### src/addsub_params.svh
// Constants for the add and subtract datapath
`ifndef ADDSUB_PARAMS_SVH
`define ADDSUB_PARAMS_SVH
`define DATA_W       32
`define REG_IDX_W    4
`define IMM_W        12
`define SP_IDX       4'hd
`define PC_IDX       4'hf
`define PC_ALIGN_MSK 32'hffff_fffc
`define BRANCH_MSK   32'hffff_fffe
`endif

### src/addsub_pkg.sv
// Types for the add and subtract datapath
package addsub_pkg;
   typedef enum logic [2:0] {
      OP_ADD,
      OP_ADD_CARRY,
      OP_SUB,
      OP_SUBTRACT_WITH_CARRY,
      OP_REVERSE_SUBTRACT
   } arith_op_e;
   typedef enum logic [1:0] {
      ST_IDLE,
      ST_RESULT
   } stage_e;
endpackage

### src/addsub_core_if.sv
// Operand and result bundle between the control stage and the adder core
`include "addsub_params.svh"
interface addsub_core_if;
   logic [`DATA_W-1:0] a;
   logic [`DATA_W-1:0] b;
   logic               cin;
   logic [`DATA_W-1:0] sum;
   logic               cout;
   logic               ovf;
   modport ctrl (output a, b, cin, input sum, cout, ovf);
   modport core (input a, b, cin, output sum, cout, ovf);
endinterface

### src/addsub_adder.sv
// Carry-in adder with carry-out and signed overflow
`include "addsub_params.svh"
module addsub_adder
(
   addsub_core_if.core bus
);
   logic [`DATA_W:0] wide;
   assign wide     = {1'b0, bus.a} + {1'b0, bus.b} + {{`DATA_W{1'b0}}, bus.cin};
   assign bus.sum  = wide[`DATA_W-1:0];
   assign bus.cout = wide[`DATA_W];
   // Overflow when both inputs share a sign that the sum does not
   assign bus.ovf  = (bus.a[`DATA_W-1] == bus.b[`DATA_W-1])
                   && (bus.sum[`DATA_W-1] != bus.a[`DATA_W-1]);
endmodule

### src/addsub_datapath.sv
// Add, subtract and carry datapath with flag update and branch target
`include "addsub_params.svh"
// Functional notes
// - Add yields the first operand plus the flexible second operand or a 12-bit immediate.
// - Add with carry adds the first operand, the second operand and the carry flag.
// - Subtract yields the first operand minus the second operand or the 12-bit immediate.
// - Subtract with carry takes one more away when the carry flag is clear.
// - Reverse subtract yields the second operand minus the first operand.
// - The wide immediate forms act exactly as the 12-bit immediate add and subtract.
// - With flag setting all four flags follow the result, otherwise they hold.
// - A program counter first operand has its two low bits taken as zero; the second operand is used unaligned.
// - Add writing the program counter branches to the sum with bit zero cleared.
module addsub_datapath
   import addsub_pkg::*;
(
   input  wire logic                    CLK_I,
   input  wire logic                    ARST_N_I,
   input  wire logic                    VALID_I,
   input  wire arith_op_e               OP_I,
   input  wire logic                    USE_IMM_I,
   input  wire logic [`IMM_W-1:0]       IMM_I,
   input  wire logic                    SET_FLAGS_I,
   input  wire logic                    COND_PASS_I,
   input  wire logic                    HAS_DEST_I,
   input  wire logic [`REG_IDX_W-1:0]   DEST_IDX_I,
   input  wire logic [`REG_IDX_W-1:0]   FIRST_IDX_I,
   input  wire logic [`DATA_W-1:0]      FIRST_VAL_I,
   input  wire logic [`DATA_W-1:0]      SECOND_VAL_I,
   output logic                         WR_EN_O,
   output logic [`REG_IDX_W-1:0]        WR_IDX_O,
   output logic [`DATA_W-1:0]           RESULT_O,
   output logic                         BRANCH_O,
   output logic [`DATA_W-1:0]           BRANCH_ADDR_O,
   output logic                         FLAG_N_O,
   output logic                         FLAG_Z_O,
   output logic                         FLAG_C_O,
   output logic                         FLAG_V_O
);
   addsub_core_if core_bus ();
   addsub_adder u_adder (.bus(core_bus));

   logic [`DATA_W-1:0]     first_op;
   logic [`DATA_W-1:0]     second_op;
   logic [`REG_IDX_W-1:0]  dest_idx;
   logic                   exec;
   logic                   pc_dest;
   logic                   carry_reg;
   logic                   overflow_reg;
   stage_e                 stage_reg;
   stage_e                 stage_next;

   // Program counter base is word aligned before use
   assign first_op  = (FIRST_IDX_I == `PC_IDX) ? (FIRST_VAL_I & `PC_ALIGN_MSK)
                                                : FIRST_VAL_I;
   // Immediate form shared by plain and wide encodings
   assign second_op = USE_IMM_I ? {{(`DATA_W-`IMM_W){1'b0}}, IMM_I}
                                : SECOND_VAL_I;
   assign dest_idx  = HAS_DEST_I ? DEST_IDX_I : FIRST_IDX_I;
   assign exec      = VALID_I && COND_PASS_I;
   assign pc_dest   = (dest_idx == `PC_IDX) && (OP_I == OP_ADD);

   // Subtraction is a plus not-b plus carry-in
   always_comb
   begin
      core_bus.a   = first_op;
      core_bus.b   = second_op;
      core_bus.cin = 1'b0;
      case (OP_I)
         OP_ADD:
         begin
            core_bus.cin = 1'b0;
         end
         OP_ADD_CARRY:
         begin
            core_bus.cin = carry_reg;
         end
         OP_SUB:
         begin
            core_bus.b   = ~second_op;
            core_bus.cin = 1'b1;
         end
         OP_SUBTRACT_WITH_CARRY:
         begin
            core_bus.b   = ~second_op;
            core_bus.cin = carry_reg;
         end
         OP_REVERSE_SUBTRACT:
         begin
            core_bus.a   = second_op;
            core_bus.b   = ~first_op;
            core_bus.cin = 1'b1;
         end
         default:
         begin
            core_bus.cin = 1'b0;
         end
      endcase
   end

   always_comb
   begin
      stage_next = exec ? ST_RESULT : ST_IDLE;
   end

   always_ff @(posedge CLK_I or negedge ARST_N_I)
   begin
      if (!ARST_N_I)
         stage_reg <= ST_IDLE;
      else
         stage_reg <= stage_next;
   end

   // Result write-back
   always_ff @(posedge CLK_I or negedge ARST_N_I)
   begin
      if (!ARST_N_I)
      begin
         WR_EN_O  <= 1'b0;
         WR_IDX_O <= '0;
         RESULT_O <= '0;
      end
      else
      begin
         WR_EN_O <= exec && !pc_dest;
         if (exec)
         begin
            WR_IDX_O <= dest_idx;
            RESULT_O <= core_bus.sum;
         end
      end
   end

   // Branch through program counter add
   always_ff @(posedge CLK_I or negedge ARST_N_I)
   begin
      if (!ARST_N_I)
      begin
         BRANCH_O      <= 1'b0;
         BRANCH_ADDR_O <= '0;
      end
      else
      begin
         BRANCH_O <= exec && pc_dest;
         if (exec && pc_dest)
            BRANCH_ADDR_O <= core_bus.sum & `BRANCH_MSK;
      end
   end

   // Flag update
   always_ff @(posedge CLK_I or negedge ARST_N_I)
   begin
      if (!ARST_N_I)
      begin
         FLAG_N_O     <= 1'b0;
         FLAG_Z_O     <= 1'b0;
         carry_reg    <= 1'b0;
         overflow_reg <= 1'b0;
      end
      else if (exec && SET_FLAGS_I)
      begin
         FLAG_N_O     <= core_bus.sum[`DATA_W-1];
         FLAG_Z_O     <= (core_bus.sum == '0);
         carry_reg    <= core_bus.cout;
         overflow_reg <= core_bus.ovf;
      end
   end
   assign FLAG_C_O = carry_reg;
   assign FLAG_V_O = overflow_reg;

   logic [`DATA_W:0] ref_add;
   assign ref_add = {1'b0, first_op} + {1'b0, second_op};

   plain_add_a: assert property (@(posedge CLK_I) disable iff (!ARST_N_I)
      (exec && OP_I == OP_ADD && !pc_dest) |=> RESULT_O == $past(ref_add[`DATA_W-1:0]))
      else $error("add result wrong");
   add_carry_a: assert property (@(posedge CLK_I) disable iff (!ARST_N_I)
      (exec && OP_I == OP_ADD_CARRY) |=>
      RESULT_O == $past(first_op + second_op + {31'h0, carry_reg}))
      else $error("add with carry wrong");
   sub_value_a: assert property (@(posedge CLK_I) disable iff (!ARST_N_I)
      (exec && OP_I == OP_SUB) |=> RESULT_O == $past(first_op - second_op))
      else $error("subtract wrong");
   sub_carry_a: assert property (@(posedge CLK_I) disable iff (!ARST_N_I)
      (exec && OP_I == OP_SUBTRACT_WITH_CARRY) |=>
      RESULT_O == $past(first_op - second_op - {31'h0, !carry_reg}))
      else $error("subtract with carry wrong");
   rev_sub_a: assert property (@(posedge CLK_I) disable iff (!ARST_N_I)
      (exec && OP_I == OP_REVERSE_SUBTRACT) |=> RESULT_O == $past(second_op - first_op))
      else $error("reverse subtract wrong");
   flags_hold_a: assert property (@(posedge CLK_I) disable iff (!ARST_N_I)
      !(exec && SET_FLAGS_I) |=> $stable(FLAG_N_O) && $stable(FLAG_Z_O)
      && $stable(FLAG_C_O) && $stable(FLAG_V_O))
      else $error("flags changed without update");
   borrow_carry_a: assert property (@(posedge CLK_I) disable iff (!ARST_N_I)
      (exec && SET_FLAGS_I && OP_I == OP_SUB) |=> FLAG_C_O == $past(first_op >= second_op))
      else $error("borrow carry wrong");
   pc_align_a: assert property (@(posedge CLK_I) disable iff (!ARST_N_I)
      (exec && FIRST_IDX_I == `PC_IDX && OP_I == OP_ADD && USE_IMM_I && !pc_dest)
      |=> RESULT_O == $past((FIRST_VAL_I & `PC_ALIGN_MSK) + {20'h0, IMM_I}))
      else $error("pc base not aligned");
   branch_bit_a: assert property (@(posedge CLK_I) disable iff (!ARST_N_I)
      BRANCH_O |-> BRANCH_ADDR_O[0] == 1'b0 && !WR_EN_O)
      else $error("branch target bit zero set");
   no_write_a: assert property (@(posedge CLK_I) disable iff (!ARST_N_I)
      (VALID_I && !COND_PASS_I) |=> !WR_EN_O && !BRANCH_O)
      else $error("failed condition wrote");
   default_dest_a: assert property (@(posedge CLK_I) disable iff (!ARST_N_I)
      (exec && !HAS_DEST_I) |=> WR_IDX_O == $past(FIRST_IDX_I))
      else $error("default destination wrong");

   add_seen_c: cover property (@(posedge CLK_I) exec && OP_I == OP_ADD && SET_FLAGS_I);
   sub_carry_seen_c: cover property (@(posedge CLK_I) exec && OP_I == OP_SUBTRACT_WITH_CARRY);
   branch_seen_c: cover property (@(posedge CLK_I) BRANCH_O);
   skip_seen_c: cover property (@(posedge CLK_I) VALID_I && !COND_PASS_I);
   stage_seen_c: cover property (@(posedge CLK_I) stage_reg == ST_RESULT);
endmodule

### config.mk
export PLATFORM = sky130hd
export DESIGN_NAME = addsub_datapath
export DESIGN_NICKNAME = d
export VERILOG_FILES = /design/src/addsub_pkg.sv /design/src/addsub_core_if.sv /design/src/addsub_adder.sv /design/src/addsub_datapath.sv
export VERILOG_INCLUDE_DIRS = /design/src
export SDC_FILE = /design/constraint.sdc
export NUM_CORES = 1
export LEC_CHECK = 0
export BUFFER_PORTS_ARGS = -buffer_cell sky130_fd_sc_hd__buf_2
export CAP_MARGIN = 40
export CORE_ASPECT_RATIO = 1.5
export CORE_UTILIZATION = 53
export DETAILED_ROUTE_END_ITERATION = 7
export GPL_TIMING_DRIVEN = 0
export PLACE_DENSITY = 0.86
export SLEW_MARGIN = 5
export SYNTH_ARGS = -nofsm -noshare
export SYNTH_HDL_FRONTEND = slang
export SYNTH_SLANG_ARGS = --single-unit
### constraint.sdc
create_clock -name CLK_I -period 5.4 [get_ports CLK_I]
set_clock_uncertainty 0.2 [all_clocks]
set_input_delay 1.08 -clock CLK_I [delete_from_list [all_inputs] [get_ports CLK_I]]
set_output_delay 1.08 -clock CLK_I [all_outputs]
set_load 0.02 [all_outputs]
==> results of run 1 <==
## cells in the mapped netlist (8+ instances only)
library cell,instances
and3_1,9
inv_1,15
dfrtp_1,73
nand2_1,147
nand2b_1,32
nor3_1,13
o211ai_1,9
o21ai_0,104
mux2i_1,16
xor2_1,10
ha_1,31
o221ai_1,34
a21o_1,10
mux2_2,10
a21oi_1,49
nor2_1,36
or2_2,8
nand4_1,8
clkbuf_1,36
nand3_1,15
## power breakdown
group	switching (mW)	internal (mW)	total, mW
Combinational	0.683	0.379	1.06
Clock	0.226	0.347	0.574
Sequential	0.0606	0.647	0.708
## layout make-up
cell class	count	area [sq um]	share of cell area, %
diodes	1	2.50	0.0337
plain buffers	47	233	3.14
clock buffers	12	267	3.59
clock inverters	4	26.3	0.354
inverters	15	56.3	0.759
multi-input cells	641	3970	53.6
flip-flops and latches	73	1830	24.6
well taps	147	184	2.48
repair buffers	165	851	11.5
## state kept, by name (all words and copies together), names as in the netlist
name,flops
BRANCH_ADDR_O,31
BRANCH_O,1
FLAG_C_O,1
FLAG_N_O,1
FLAG_V_O,1
FLAG_Z_O,1
RESULT_O,32
WR_EN_O,1
WR_IDX_O,4
## per-layer routing
layer  global-route usage [%]  wire (um)
met1                     38.1       7440
met2                     59.2      10100
met3                     7.42       1410
met4                     20.3        969
met5                        0         13
## through the flow
step / worst slack [ns] / std cells / power (mW)
2_1_floorplan: 0.277 / 776 / 1.39
3_3_place_gp: -0.441 / 1087 / 1.70
3_5_place_dp: -0.403 / 1088 / 1.73
4_1_cts: 0.0748 / 1104 / 2.31
5_1_grt: 0.00823 / 1104 / 2.47
6_report: 0.165 / 1105 / 2.34
## cell usage in the layout, fill, tap and decap left out, types with 3 or more instances in the layout
cell       netlist  layout
o221ai_1        34      34
o2111ai_1        3       3
a211oi_1         7       7
nor3_1          13      13
o211a_1          3       3
clkbuf_1        36      29
clkbuf_8         1       4
a21oi_1         49      47
nand2_1        147     147
a311oi_1         4       4
buf_2            1     165
a21o_1          10      10
or2_2            8       8
nor2_1          36      36
nand3_1         15      15
xor2_1          10      10
o21ai_0        104     103
clkbuf_16        0       9
o21bai_1         3       3
mux2i_1         16      16
or3_1            4       4
nor2b_1          3       3
buf_4            4       5
nand4_1          8       8
and3_1           9       9
o21a_1           7       7
a221oi_1         3       3
and2_1           6       6
dfrtp_1         73      73
mux2_2          10      10
o211ai_1         9       9
a31oi_1          5       5
o21ai_1          5       6
xnor2_1          7       7
ha_1            31      31
inv_1           15      15
nand2b_1        32      32
clkbuf_2         0       5
## cells by family (layout without fill, tap and decap cells)
family	after synthesis	count (layout)	synth area share [%]
flip-flops	73	73	30.2
multiplexers	26	26	4.51
other	1	2	0.0619
AO/OA/AOI/OAI	268	268	28.2
adder cells (fa/ha/maj)	33	33	7.07
buffers and inverters	62	243	4.53
AND/OR/NAND/NOR	296	296	23.0
XOR/XNOR	17	17	2.46
## worst paths after layout
kind	endpoint	slack, ns	cells after the start
setup / recovery	FLAG_Z_O$_DFFE_PN0P_	0.17	14
hold / removal	BRANCH_ADDR_O[29]$_DFFE_PN0P_	0.28	2
setup reg to reg	FLAG_Z_O$_DFFE_PN0P_	1.40	14
hold reg to reg	BRANCH_ADDR_O[29]$_DFFE_PN0P_	0.28	2
max in group asynchronous	BRANCH_O$_DFF_PN0_	4.03	2
min in group asynchronous	BRANCH_ADDR_O[8]$_DFFE_PN0P_	0.43	1
## worst min-delay path: stages, from the launching register on
cell and delay (ns):
dfrtp_1 0.34, nand2_1 0.05, o21ai_0 0.06
==> impl_metrics.yaml, run 1 <==
placed_design:
  port_buffers: 164
  dp_hpwl_um: 15000
  placed_area_sq_um: 7090
  gp_congestion: 0.935
finish:
  drive_gt1_share_pct: 23.6
  syn_to_final_growth_pct: 22.6
  post-route-cell-area_sq_um: 7420
  post-route-util_pct: 67.1
  nFillCells: 973
  layout.nets: 1079
logic_synthesis:
  ys_seq_elements: 73
  yosysUniqueCellTypes: 68
  syn_avg_cell_area_sq_um: 7.80
  synth_fp_nets: 903
  synth_cells: 776
  yosys_warnings: 0
  ys.flop_type: "dfrtp_1"
  synth_edf_count: 0
  synth_area_leaders: "dfrtp_1 (30%), nand2_1 (9.1%), o21ai_0 (8.6%)"
  synth_top_area_cell: "dfrtp_1"
  yosysSeqAreaShare_pct: 30.2
  synth.top_cell.area_share_pct: 30.2
  synth_area_sq_um: 6050
  async_flop_share_pct: 100
worst_setup_path:
  path_buf_inv: 2
  worstSetupPathType: "in -> reg"
  r2r_start: "FLAG_C_O$_DFFE_PN0P_"
  critical_path_required_ns: 5.46
  crit_start: "USE_IMM_I"
  setup.worst_path.start_class: "input pin"
  worstPathMaxFanout: 10
  endpoint_kind: "register"
  critPathTopFamily: "compound AO/OA/AOI/OAI gates"
  critPathArrivalTime_ns: 5.30
  path_cells: "clkbuf_1, clkbuf_4, mux2i_1, o221ai_1, ha_1, a21o_1, or3_4, o211a_1, a311o_1, a211o_1, a2111o_1, a2111oi_2, nand4_1, o21ai_1"
  critPathMaxStageDelay_ns: 0.45
  critical-path-slowest-cell: "a2111o_1"
pwr:
  p_leak_nw: 3.63
  vdd_ir_drop_max_v: 0.000180
  p_per_area_nw_per_um2: 316
timing:
  post-route-period-util_pct: 96.9
  max_freq_mhz: 191
  finalHoldViolations: 0
  slew_viol_final: 0
  timing.setup.tns_ns: 0
  worst_slew_pin_slew_ns: 0.765
  max-slew-margin-rel_pct: 48.3
  timing.hold.ws_ns: 0.279
  rsz0062_at_grt: "false"
  setup_viol: 0
  period_minus_slack_ns: 5.23
clocking:
  htree_levels: 3
  clockBufferDepth: 2
  cts-root-buf: "clkbuf_16"
  cts_setup_buffers: 0
  cts_tree: "yes"
  clk_latency_ns: 0.33
  clkTransAtPathRegs_ns: 0.06
  cts-resized-gates: 3
  numCtsBuffers: 9
  cts_hold_buf: 0
  clock-sinks: 73
global_routing:
  grt_pass1_vias: 6729
  grt_usage_pct: 34.5
  grt_overflow: 0
  grt_max_degree: 53
  grt_first_pass_wirelength_um: 31600
  antenna_found_initial: 2
flow_run:
  cap_violations: 0
routing:
  ant_nets: 0
  drc: 0
  vias: 6914
  wire_per_inst_um: 18.0
  firstDrtPassIters: 5
  drt_wl_total_um: 19900
  routed_via_density: 6.26
  drt_iter0_drc: 521
run_status:
  outcome: "finished clean"
die:
  die_area_sq_um: 11900
  ios: 168
  floorplan.rows: 47
  initial_core_util_pct: 54.8
  die_w_um: 89.3
  die_h_um: 133
  core_region_area_sq_um: 11100
min_path:
  min-delay-start: "BRANCH_ADDR_O[29]$_DFFE_PN0P_"
  hold_path.class: "reg -> reg"
Power figures use the tool's default switching activity.
==> run 2, diff against run 1 <==
==> constraint.sdc (replaced) <==
create_clock -name CLK_I -period 5.07 [get_ports CLK_I]
set_clock_uncertainty 0.2 [all_clocks]
set_input_delay 1.014 -clock CLK_I [delete_from_list [all_inputs] [get_ports CLK_I]]
set_output_delay 1.014 -clock CLK_I [all_outputs]
set_load 0.02 [all_outputs]
==> run 2 against run 1 <==
Clock-buffer cell count unchanged. Combinational power grew 8%. Flip-flop and latch count unchanged. Largest power group unchanged. Largest cell class unchanged. First-iteration DRC count fell by 7.1%.
==> impl_metrics.yaml, run 2 (same netlist as run 1, synthesis figures left out) <==
run_status:
  outcome: "finished clean"
finish:
  final_cell_mix: "buf_2 (167), nand2_1 (146), o21ai_0 (103)"
  syn_to_final_growth_pct: 23.9
  regMostFlops: "RESULT_O"
  drive_gt1_share_pct: 25.8
  layout.nets: 1081
  reg_top3: "RESULT_O x32, BRANCH_ADDR_O x31, WR_IDX_O x4"
  final_common_cell: "buf_2"
  layoutNonFillerInstCount: 1106
  largest_reg_flops: 32
  diodes: 0
pwr:
  p_total_mw: 2.51
  power_switching_mw: 1.04
  p_leak_nw: 3.67
  comb_power_share_pct: 45.8
  pwr-share-clk_pct: 24.2
  vdd_ir_drop_max_v: 0.000189
  switching_share_pct: 41.4
  p_int_mw: 1.47
  p_per_area_nw_per_um2: 335
  seqPwrFrac_pct: 30.0
routing:
  firstDrtPassIters: 8
  ant_nets: 0
  vias: 6929
  wire_per_inst_um: 18.2
  routed_via_density: 6.26
  drc: 0
  drt_wl_total_um: 20100
  drt_iter0_drc: 484
die:
  core_region_area_sq_um: 11100
  die_w_um: 89.3
  floorplan.rows: 47
  die_h_um: 133
  die_area_sq_um: 11900
  initial_core_util_pct: 54.8
  ios: 168
placed_design:
  dp_hpwl_um: 15000
  place_inst: 1088
  gp_congestion: 0.935
  port_buffers: 164
  pre_cts_ws_ns: -0.667
global_routing:
  grt_max_degree: 53
  grt_overflow: 0
  antenna_found_initial: 1
  grt_pass1_vias: 6742
  grt_first_pass_wirelength_um: 31600
  grt_usage_pct: 34.6
worst_setup_path:
  critPathArrivalTime_ns: 5.02
  setup.worst_path.start_class: "input pin"
  reg2reg_to: "FLAG_Z_O$_DFFE_PN0P_"
  worstSetupPathType: "in -> reg"
  endpoint_kind: "register"
  worstPathMaxFanout: 10
  reg2reg_setup_slack_ns: 1.20
  r2r_start: "FLAG_C_O$_DFFE_PN0P_"
  r2r_cells: 14
  critical_path_required_ns: 5.13
clocking:
  htree_levels: 3
  clock-sinks: 73
  clockBufferDepth: 2
  clkTransAtPathRegs_ns: 0.06
  cts_tree: "yes"
  cts-root-buf: "clkbuf_16"
  numCtsBuffers: 9
  clk_latency_ns: 0.33
flow_run:
  cap_violations: 0
timing:
  max-slew-margin-rel_pct: 49.4
  post-route-period-util_pct: 97.8
  timing.setup.tns_ns: 0
  max_freq_mhz: 202
  finalHoldViolations: 0
  layout_setup_ws_ns: 0.109
  rsz0062_at_grt: "false"
  period_minus_slack_ns: 4.96
  slew_viol_final: 0
  worst_slew_pin_slew_ns: 0.749
  setup_viol: 0
min_path:
  hold_path.class: "reg -> reg"
  min_to: "WR_IDX_O[0]$_DFFE_PN0P_"
  min-delay-start: "WR_IDX_O[0]$_DFFE_PN0P_"
  whs_path_depth: 2
-- run 2: cell count changes in the layout (fill, tap and decap cells not counted), moves of 2 or more --
| cell | previous run | this run |
|---|---|---|
| clkbuf_1 | 29 | 24 |
| clkbuf_2 | 5 | 9 |
| buf_4 | 5 | 8 |
| a21oi_1 | 47 | 45 |
| a21oi_2 | 2 | 4 |
| buf_1 | 2 | 0 |
| buf_2 | 165 | 167 |
-- run 2: worst max path at each step --
| stage | startpoint | to | slack [ns] | depth (start not counted) |
|---|---|---|---|---|
| floorplan | USE_IMM_I | FLAG_Z_O$_DFFE_PN0P_ | 0.01 | 14 |
| global placement | USE_IMM_I | FLAG_Z_O$_DFFE_PN0P_ | -0.70 | 14 |
| detailed placement | USE_IMM_I | FLAG_Z_O$_DFFE_PN0P_ | -0.67 | 14 |
| CTS | OP_I[1] | FLAG_Z_O$_DFFE_PN0P_ | 0.004 | 18 |
| global route | OP_I[1] | FLAG_Z_O$_DFFE_PN0P_ | 0.01 | 16 |
| finish | OP_I[1] | FLAG_Z_O$_DFFE_PN0P_ | 0.11 | 16 |
-- run 2: power by group through the flow --
| stage | Combinational, mW | Sequential [mW] | Clock [mW] |
|---|---|---|---|
| after floorplan | 0.600 | 0.883 | 0 |
| after global placement | 1.06 | 0.751 | 0 |
| after detailed placement | 1.08 | 0.758 | 0 |
| after CTS | 1.11 | 0.750 | 0.607 |
| after global routing | 1.25 | 0.764 | 0.632 |
| final | 1.15 | 0.754 | 0.608 |
-- run 2: metal layers --
metal  track usage [%]  wire, um  share of wire (%)
met1              38.3      7490                 37
met2              59.1     10100                 50
met3              6.99      1460                7.2
met4              20.8      1090                5.4
met5                 0        13              0.065
-- run 2: metrics by stage --
step	util (%)	hold slack [ns]	cell area [sq um]
2_1_floorplan	-	0.386	6050
3_3_place_gp	63.8	0.255	7060
3_5_place_dp	64.1	0.266	7090
4_1_cts	67.0	0.280	7410
5_1_grt	67.8	0.299	7500
6_report	67.8	0.280	7500
-- run 2: layout make-up --
type,instances,area [sq um]
clock buffer,12,267
sequential,73,1830
tap,147,184
multi-input combinational,641,4030
buffer,47,248
fill,963,3560
inverter,15,56.3
clock inverter,4,26.3
timing repair buffer,167,866
-- run 2: what timing repair did --
item	in CTS	in global routing
endpoints found under the setup margin	12	12
setup buffers	0	2
hold endpoints to repair	0	0
resized for setup	12	37
hold buffers	0	0
pin swaps	0	7
-- run 2: worst max-delay path, stage by stage --
cell       delay [ns]
buf_2            0.16
nor2_2           0.06
nand2_1          0.10
buf_2            0.23
buf_2            0.30
o221ai_1         0.16
ha_1             0.36
a21o_1           0.19
or3_4            0.35
o211a_1          0.25
a311o_1          0.41
a211o_1          0.32
a2111o_1         0.44
a2111oi_2        0.36
nand4_1          0.14
o21ai_1          0.16
